<file path="src/msc_defs.vh">
`ifndef MSC_DEFS_VH
`define MSC_DEFS_VH
`define MSC_ADDR_SYSCFG 12'h180
`define MSC_ADDR_CHK_SUM 12'h184
`define MSC_ADDR_CHK_STS 12'h188
`define MSC_ADDR_CTRL 12'h18C
`define MSC_SYSCFG_RESET 32'h00000000
`define MSC_SYSCFG_MASK 32'hFFFFFFC0
`define MSC_CHK_GOOD 32'hFFFFFFFF
`define MSC_CHK_PERIOD_MS 5
`define MSC_CLK_MHZ 100
`define MSC_CHK_PERIOD_CYC (`MSC_CHK_PERIOD_MS * 1000 * `MSC_CLK_MHZ)
`define MSC_BIT_UEN 29
`define MSC_BIT_IBEN 28
`define MSC_BIT_IAEN 27
`define MSC_BIT_VGAIN 26
`define MSC_FLD_CURB_GAIN_HI 25
`define MSC_FLD_CURB_GAIN_LO 24
`define MSC_FLD_CURA_GAIN_HI 23
`define MSC_FLD_CURA_GAIN_LO 22
`define MSC_FLD_CONV_CLK_HI 21
`define MSC_FLD_CONV_CLK_LO 20
`define MSC_BIT_METCLK 19
`define MSC_FLD_FINE_TC_HI 18
`define MSC_FLD_FINE_TC_LO 16
`define MSC_FLD_COARSE_TC_HI 15
`define MSC_FLD_COARSE_TC_LO 14
`define MSC_BIT_USHORT 13
`define MSC_BIT_ISHORT 12
`define MSC_FLD_OSC_TRIM_HI 11
`define MSC_FLD_OSC_TRIM_LO 7
`define MSC_BIT_BOOST 6
`define MSC_BIT_SWRST 0
`define MSC_BIT_STS_ERR 0
`endif

</file>
<file path="src/msc_system_configuration.v">
// Behaviour
// - All resets restore configuration defaults
// - Configuration joins periodic checksum self-check
// - Bit 29 enables voltage converter
// - Bit 28 enables current B converter
// - Bit 27 enables current A converter
// - Bit 26 voltage gain: 0 x4, 1 x1
// - Bits 25:24 current B gain code
// - Bits 23:22 current A gain code
// - Bits 21:20 converter clock select
// - Bit 19 metering clock select
// - Bits 18:16 fine reference TC trim
// - Bits 15:14 coarse reference TC trim
// - Bit 13 shorts voltage amplifier
// - Bit 12 shorts current amplifier
// - Bits 11:7 oscillator trim
// - Bit 6 boosts oscillator by 1.2
// - Sum every 5 ms, flag non-ones
//
// Design decision made here: register access over APB.
`timescale 1ns/100ps
`include "msc_defs.vh"
module msc_system_configuration #(
   parameter CHK_PERIOD = `MSC_CHK_PERIOD_CYC
) (
   // APB
   input wire pclk,
   input wire presetn,
   input wire psel,
   input wire penable,
   input wire pwrite,
   input wire [11:0] paddr,
   input wire [31:0] pwdata,
   output reg [31:0] prdata,
   output reg pready,
   output reg pslverr,
   // Other reset sources, one-cycle requests
   input wire rx_reset_req,
   // Sum of the other checked registers
   input wire [31:0] other_checked_sum,
   // Analog controls
   output reg voltage_converter_enable,
   output reg current_b_converter_enable,
   output reg current_a_converter_enable,
   output reg voltage_analog_gain_select,
   output reg [1:0] current_b_analog_gain,
   output reg [1:0] current_a_analog_gain,
   output reg [1:0] converter_clock_select,
   output reg metering_clock_select,
   output reg [2:0] reference_fine_tc_trim,
   output reg [1:0] reference_coarse_tc_trim,
   output reg voltage_amp_short,
   output reg current_amp_short,
   output reg [4:0] oscillator_trim,
   output reg oscillator_boost_60hz,
   // Checksum result
   output reg checksum_error_flag,
   output reg checksum_nmi
);

   // APB answer states, one-hot
   localparam APB_IDLE = 2'b01;
   localparam APB_RESP = 2'b10;
   // Checksum phases, one-hot
   localparam CK_COUNT = 3'b001;
   localparam CK_ADD = 3'b010;
   localparam CK_JUDGE = 3'b100;

   // Configuration, checksum, software reset and APB answer state
   reg [31:0] sys_cfg_reg;
   reg [31:0] sys_cfg_next;
   reg [31:0] chk_sum_reg;
   reg [31:0] chk_sum_next;
   reg [31:0] period_cnt_reg;
   reg [31:0] period_cnt_next;
   reg [31:0] total_sum_reg;
   reg [31:0] total_sum_next;
   reg sw_reset_reg;
   reg sw_reset_next;
   reg [1:0] apb_state_reg;
   reg [1:0] apb_state_next;
   reg [2:0] ck_state_reg;
   reg [2:0] ck_state_next;
   // Read word staged one cycle before pready; next checksum flag and NMI
   reg [31:0] rd_word_next;
   reg err_flag_next;
   reg nmi_next;
   // Next values of the analog controls
   reg voltage_converter_enable_next;
   reg current_b_converter_enable_next;
   reg current_a_converter_enable_next;
   reg voltage_analog_gain_select_next;
   reg [1:0] current_b_analog_gain_next;
   reg [1:0] current_a_analog_gain_next;
   reg [1:0] converter_clock_select_next;
   reg metering_clock_select_next;
   reg [2:0] reference_fine_tc_trim_next;
   reg [1:0] reference_coarse_tc_trim_next;
   reg voltage_amp_short_next;
   reg current_amp_short_next;
   reg [4:0] oscillator_trim_next;
   reg oscillator_boost_60hz_next;
   // Bus strobes, reset sources and check period end
   wire acc;
   wire wr;
   wire resp_start;
   wire soft_clear;
   wire period_done;

   function is_mapped;
      input [11:0] a;
      begin
         is_mapped = (a == `MSC_ADDR_SYSCFG) || (a == `MSC_ADDR_CHK_SUM) ||
            (a == `MSC_ADDR_CHK_STS) || (a == `MSC_ADDR_CTRL);
      end
   endfunction

   assign acc = psel && penable && pready;
   assign wr = acc && pwrite;
   // Answer launches in the first access cycle
   assign resp_start = (apb_state_reg == APB_IDLE) && psel && penable;
   assign soft_clear = rx_reset_req || sw_reset_reg;
   assign period_done = (period_cnt_reg == CHK_PERIOD - 1);

   // Bits 5:0 are held elsewhere, so they stay zero here
   always @* begin
      sys_cfg_next = sys_cfg_reg;
      if (soft_clear) begin
         sys_cfg_next = `MSC_SYSCFG_RESET;
      end else if (wr && paddr == `MSC_ADDR_SYSCFG) begin
         // bits 31:30 stored as written, kept zero by software
         sys_cfg_next = pwdata & `MSC_SYSCFG_MASK;
      end
   end

   // APB answer state
   always @* begin
      apb_state_next = apb_state_reg;
      case (apb_state_reg)
         APB_IDLE: begin
            // Setup cycles leave the state alone
            if (psel && penable) begin
               apb_state_next = APB_RESP;
            end
         end
         APB_RESP: begin
            // Back to idle so pready stands for one cycle only
            apb_state_next = APB_IDLE;
         end
         default: begin
            apb_state_next = APB_IDLE;
         end
      endcase
   end

   // Read data chosen in the first access cycle, held until the next read
   always @* begin
      rd_word_next = prdata;
      if (resp_start && !pwrite) begin
         case (paddr)
            `MSC_ADDR_SYSCFG: begin
               rd_word_next = sys_cfg_reg;
            end
            `MSC_ADDR_CHK_SUM: begin
               rd_word_next = chk_sum_reg;
            end
            `MSC_ADDR_CHK_STS: begin
               rd_word_next = 32'h00000000;
               rd_word_next[`MSC_BIT_STS_ERR] = checksum_error_flag;
            end
            default: begin
               rd_word_next = 32'h00000000;
            end
         endcase
      end
   end

   // Checksum register and software reset request
   always @* begin
      chk_sum_next = chk_sum_reg;
      sw_reset_next = 1'b0;
      if (soft_clear) begin
         chk_sum_next = 32'h00000000;
      end else if (wr && paddr == `MSC_ADDR_CHK_SUM) begin
         chk_sum_next = pwdata;
      end
      // Software reset lasts one cycle; the write itself is not stored
      if (wr && paddr == `MSC_ADDR_CTRL) begin
         sw_reset_next = pwdata[`MSC_BIT_SWRST];
      end
   end

   always @(posedge pclk or negedge presetn) begin
      if (!presetn) begin
         sys_cfg_reg <= `MSC_SYSCFG_RESET;
         chk_sum_reg <= 32'h00000000;
         sw_reset_reg <= 1'b0;
         apb_state_reg <= APB_IDLE;
         pready <= 1'b0;
         pslverr <= 1'b0;
         prdata <= 32'h00000000;
      end else begin
         sys_cfg_reg <= sys_cfg_next;
         chk_sum_reg <= chk_sum_next;
         sw_reset_reg <= sw_reset_next;
         apb_state_reg <= apb_state_next;
         // One wait state: pready stands in the second access cycle
         pready <= (apb_state_next == APB_RESP);
         // Unmapped offsets answer with an error and read zero
         pslverr <= resp_start && !is_mapped(paddr);
         prdata <= rd_word_next;
      end
   end

   // Checksum split over three cycles so no cycle holds more than one 32-bit carry chain
   always @* begin
      ck_state_next = ck_state_reg;
      total_sum_next = total_sum_reg;
      err_flag_next = checksum_error_flag;
      nmi_next = 1'b0;
      case (ck_state_reg)
         CK_COUNT: begin
            if (period_done) begin
               total_sum_next = chk_sum_reg + sys_cfg_reg;
               ck_state_next = CK_ADD;
            end
         end
         CK_ADD: begin
            // A write after the first step is seen at the next check
            total_sum_next = total_sum_reg + other_checked_sum;
            ck_state_next = CK_JUDGE;
         end
         CK_JUDGE: begin
            err_flag_next = (total_sum_reg != `MSC_CHK_GOOD);
            nmi_next = (total_sum_reg != `MSC_CHK_GOOD);
            ck_state_next = CK_COUNT;
         end
         default: begin
            ck_state_next = CK_COUNT;
         end
      endcase
   end

   // Period counter runs free; CHK_PERIOD must be at least 3 cycles
   always @* begin
      if (period_done) begin
         period_cnt_next = 32'h00000000;
      end else begin
         period_cnt_next = period_cnt_reg + 32'h00000001;
      end
   end

   // Flag holds until a passing sum
   always @(posedge pclk or negedge presetn) begin
      if (!presetn) begin
         period_cnt_reg <= 32'h00000000;
         total_sum_reg <= 32'h00000000;
         ck_state_reg <= CK_COUNT;
         checksum_error_flag <= 1'b0;
         checksum_nmi <= 1'b0;
      end else begin
         period_cnt_reg <= period_cnt_next;
         total_sum_reg <= total_sum_next;
         ck_state_reg <= ck_state_next;
         checksum_error_flag <= err_flag_next;
         checksum_nmi <= nmi_next;
      end
   end

   // Field split of the next configuration value
   always @* begin
      voltage_converter_enable_next = sys_cfg_next[`MSC_BIT_UEN];
      current_b_converter_enable_next = sys_cfg_next[`MSC_BIT_IBEN];
      current_a_converter_enable_next = sys_cfg_next[`MSC_BIT_IAEN];
      voltage_analog_gain_select_next = sys_cfg_next[`MSC_BIT_VGAIN];
      current_b_analog_gain_next = sys_cfg_next[`MSC_FLD_CURB_GAIN_HI:`MSC_FLD_CURB_GAIN_LO];
      current_a_analog_gain_next = sys_cfg_next[`MSC_FLD_CURA_GAIN_HI:`MSC_FLD_CURA_GAIN_LO];
      // converter clock code; ratio is left to software
      converter_clock_select_next = sys_cfg_next[`MSC_FLD_CONV_CLK_HI:`MSC_FLD_CONV_CLK_LO];
      metering_clock_select_next = sys_cfg_next[`MSC_BIT_METCLK];
      reference_fine_tc_trim_next = sys_cfg_next[`MSC_FLD_FINE_TC_HI:`MSC_FLD_FINE_TC_LO];
      reference_coarse_tc_trim_next = sys_cfg_next[`MSC_FLD_COARSE_TC_HI:`MSC_FLD_COARSE_TC_LO];
      voltage_amp_short_next = sys_cfg_next[`MSC_BIT_USHORT];
      current_amp_short_next = sys_cfg_next[`MSC_BIT_ISHORT];
      oscillator_trim_next = sys_cfg_next[`MSC_FLD_OSC_TRIM_HI:`MSC_FLD_OSC_TRIM_LO];
      oscillator_boost_60hz_next = sys_cfg_next[`MSC_BIT_BOOST];
   end

   // Registered so every output is a flop and follows the register's own edge
   always @(posedge pclk or negedge presetn) begin
      if (!presetn) begin
         voltage_converter_enable <= 1'b0;
         current_b_converter_enable <= 1'b0;
         current_a_converter_enable <= 1'b0;
         voltage_analog_gain_select <= 1'b0;
         current_b_analog_gain <= 2'h0;
         current_a_analog_gain <= 2'h0;
         converter_clock_select <= 2'h0;
         metering_clock_select <= 1'b0;
         reference_fine_tc_trim <= 3'h0;
         reference_coarse_tc_trim <= 2'h0;
         voltage_amp_short <= 1'b0;
         current_amp_short <= 1'b0;
         oscillator_trim <= 5'h00;
         oscillator_boost_60hz <= 1'b0;
      end else begin
         voltage_converter_enable <= voltage_converter_enable_next;
         current_b_converter_enable <= current_b_converter_enable_next;
         current_a_converter_enable <= current_a_converter_enable_next;
         voltage_analog_gain_select <= voltage_analog_gain_select_next;
         current_b_analog_gain <= current_b_analog_gain_next;
         current_a_analog_gain <= current_a_analog_gain_next;
         converter_clock_select <= converter_clock_select_next;
         metering_clock_select <= metering_clock_select_next;
         reference_fine_tc_trim <= reference_fine_tc_trim_next;
         reference_coarse_tc_trim <= reference_coarse_tc_trim_next;
         voltage_amp_short <= voltage_amp_short_next;
         current_amp_short <= current_amp_short_next;
         oscillator_trim <= oscillator_trim_next;
         oscillator_boost_60hz <= oscillator_boost_60hz_next;
      end
   end

endmodule // msc_system_configuration

</file>
<file path="config.mk">
export PLATFORM = sky130hd
export DESIGN_NAME = msc_system_configuration
export DESIGN_NICKNAME = d
export VERILOG_FILES = /design/src/msc_system_configuration.v
export VERILOG_INCLUDE_DIRS = /design/src /design/src/src
export SDC_FILE = /design/constraint.sdc
export NUM_CORES = 1
export LEC_CHECK = 0
export ABC_AREA = 1
export BUFFER_PORTS_ARGS = -buffer_cell sky130_fd_sc_hd__buf_2
export CAP_MARGIN = 20
export CORE_MARGIN = 3
export CORE_UTILIZATION = 55
export DETAILED_ROUTE_END_ITERATION = 7
export GPL_TIMING_DRIVEN = 1
export PLACE_DENSITY = 0.77
export SYNTH_ARGS = -nofsm -noshare
export SYNTH_HDL_FRONTEND = slang
export SYNTH_SLANG_ARGS = --single-unit
</file>
<file path="constraint.sdc">
create_clock -name pclk -period 2.58 [get_ports pclk]
set_input_delay 0.387 -clock pclk [delete_from_list [all_inputs] [get_ports pclk]]
set_output_delay 0.387 -clock pclk [all_outputs]
set_load 0.02 [all_outputs]
</file>
==> results_dict.tcl <==
set metrics [dict create \
    grt_usage_pct 27.40 \
    cp.arrival_ps 2600 \
    dp_hpwl_mm 25.11 \
    cp.required_ps 2950 \
    hold_viol_final 0 \
    ys_seq_elements 164 \
    synthMuxAreaShare_pct 0 \
    period_share_pct 86.46 \
    slowest_delay_ps 450 \
    n_antenna_cell 0 \
    grt_overflow 0 \
    cts_resized 0 \
    combPwrFrac_pct 11.4 \
    setup_slack_ps 349.3 \
    wl_mm 31.90 \
    internal_power_mw 4.267 \
    synth.avg_cell_area_um2 6.578 \
    synthTopCellsByCount "nand2_1, inv_1, dfrtp_1" \
    cp_slowest_cell "fa_1" \
    yosys-top-cells-area "dfrtp_1, nand2_1, inv_1" \
    cts_buffers 17 \
    cts.htree.levels 4 \
    synth.most_common_cell "nand2_1" \
    yosys.area.top_type "dfrtp_1" \
    cts_root_buffer "clkbuf_16" \
    drc 0 \
    synth_xor_area_share_pct 2.244 \
    clk_latency_ps 440 \
    p_leak_nw 7.347 \
    synth.distinct_cells 42 \
    finalSetupTns_ps 0 \
    max_clock_freq_ghz 0.4483 \
    grt_pass1_wl_mm 52.94 \
    placed_area_mm2 0.01260 \
    power_frac_seq_pct 45.4 \
    grt_pass1_vias 10874 \
    ys_warn_count 0 \
    vias 11558 \
    boundaryPins 142 \
    synthFlopType "dfrtp_1" \
    setup_viol 0 \
    switching_share_pct 26.71 \
    vias_per_cell 5.287 \
    synthAdderAreaFrac_pct 6.262 \
    area_growth_pct 12.75 \
    nFillCells 1967 \
    cts.sinks 164 \
    synth.top_cell.area_share_pct 34.62 \
    cap_violations 0 \
    synth-edff-count 0 \
    worst_path_most_repeated_cell "nand2_1" \
    drt_iter0_drc 786 \
    fin_nets 2043 \
    synth_top_family_by_area "simple AND/OR/NAND/NOR gates" \
    die_area_mm2 0.02308 \
    cp-start-kind "flip-flop" \
    gp_congestion 0.9540 \
    hp-class "primary input to flip-flop" \
    async_flop_share_pct 100.0 \
    drive_above_1_share_pct 11.74 \
    synth_area_mm2 0.01171 \
    synth_simple_gate_area_share_pct 35.79 \
    grt_setup_unrepaired "false" \
    initial_utilization_pct 56.95 \
    grt_max_degree 64 \
    worstMarginPinSlew_ps 967.3 \
    worstPathCellList "ha_1, fa_1, nand3_1, nand3_1, a21oi_1, nor2_1, o21ai_0, nand2_1, o21ai_0, nand2_1, nand2_1" \
    path_class "flip-flop to flip-flop" \
    fin_worst_skew_ps 12.75 \
    multi_input_area_mm2 0.006296 \
    antenna_found_initial 0 \
    clock_power_share_pct 43.3 \
    pre_cts_slack_ps 294.5 \
    die_h_um 151.9 \
    seq_area_mm2 0.004106 \
    final_area_mm2 0.01320 \
    std_cell_rows 52 \
    synthCells 1780 \
    powerDensity_mw_per_mm2 441.0 \
    clock_path_buffers 2 \
    fin_crit_ps 2231 \
    slew_viol_final 0 \
    endpoint_kind "flip-flop" \
    whs_ps 211.2 \
    io_buffers 141 \
    ant_nets 0 \
    synth_compound_area_share_pct 9.393 \
    cp_max_fo 4 \
    status "finished, final reports clean" \
    core_mm2 0.02056 \
    cts_tree "yes" \
    dr.pass1.iters 6 \
    synth_nets 1920 \
    p_switching_mw 1.555 \
    fp.dieW_um 151.9 \
    max_slew_margin_pct 35.44 \
    clkTransAtPathRegs_ps 70 \
    avgRoutedWirePerCell_um 14.59 \
    ir_drop_mv 0.4660 \
    ys_seq_area_share_pct 35.07 \
]
[cell families (layout without fill, tap and decap cells)]
group                    count (synthesis)  after routing
AND/OR/NAND/NOR                        997            997
XOR/XNOR                                30             30
AO/OA/AOI/OAI                          203            203
flip-flops                             164            164
adder cells (fa/ha/maj)                 58             58
buffers and inverters                  328            464
[metal layers]
| metal | vias up | wire length, um | track usage (%) |
|---|---|---|---|
| met1 | 5232 | 15540 | 40.53 |
| met3 | 51 | 2123 | 5.063 |
| met5 | - | 0 | 0 |
| li1 | 5865 | - | - |
| met2 | 410 | 13600 | 41.45 |
| met4 | 0 | 636 | 7.620 |
[what timing repair did]
item                                   CTS  global route
setup buffers                            0             0
hold buffers                             1             0
endpoints found under the hold margin   59             0
setup endpoints to repair                0             0
[placed cells by master, fill, tap and decap left out, types with 17 or more instances in the layout]
cell and count:
nand2_1 655, nand4_1 30, clkbuf_16 17, buf_2 140
nor2_1 124, o21ai_0 85, a21oi_1 64, xor2_1 22
o22ai_1 26, inv_1 274, nor3_1 29, nand3_1 103
ha_1 57, dfrtp_1 162
[power groups by stage]
| stage | Combinational [mW] | Sequential (mW) | Clock, mW |
|---|---|---|---|
| after floorplan | 0.405 | 2.68 | 0 |
| after global placement | 0.646 | 2.69 | 0 |
| after detailed placement | 0.653 | 2.69 | 0 |
| after CTS | 0.659 | 2.64 | 2.56 |
| after global routing | 0.757 | 2.64 | 2.67 |
| final | 0.662 | 2.64 | 2.52 |
[cell type report]
cell class                 instances  area share (%)
multi-input combinational       1288           47.69
sequential                       164           31.11
inverter                         277           7.876
timing repair buffer             155           6.303
clock buffer                      21           3.564
tap                              270           2.559
clock inverter                    11          0.9004
[critical path, delay by kind of cell (launching register included)]
kind / cells / cell delay, ps
compound gates: 3 / 510
simple gates: 6 / 570
fa+ha+maj: 2 / 680
flops: 1 / 400
[stage by stage]
step           cells  util [%]  total power [mW]
2_1_floorplan   1780         -             3.084
3_3_place_gp    2153     61.30             3.333
3_5_place_dp    2153     61.30             3.341
4_1_cts         2186     64.21             5.864
5_1_grt         2186     64.21             6.073
6_report        2186     64.21             5.822
[worst paths after layout]
check / start / end / slack, ps / cells past startpoint
min in group asynchronous: presetn / pslverr / 500 / 2
setup / recovery: total_sum_reg[0] / total_sum_reg[16] / 350 / 11
setup reg to reg: total_sum_reg[0] / total_sum_reg[16] / 350 / 11
hold / removal: pwdata[1] / chk_sum_reg[1] / 210 / 3
hold reg to reg: prdata[26] / prdata[26] / 480 / 2
max in group asynchronous: presetn / prdata[31] / 1300 / 3
No activity file was read; power rests on OpenSTA's default activity.
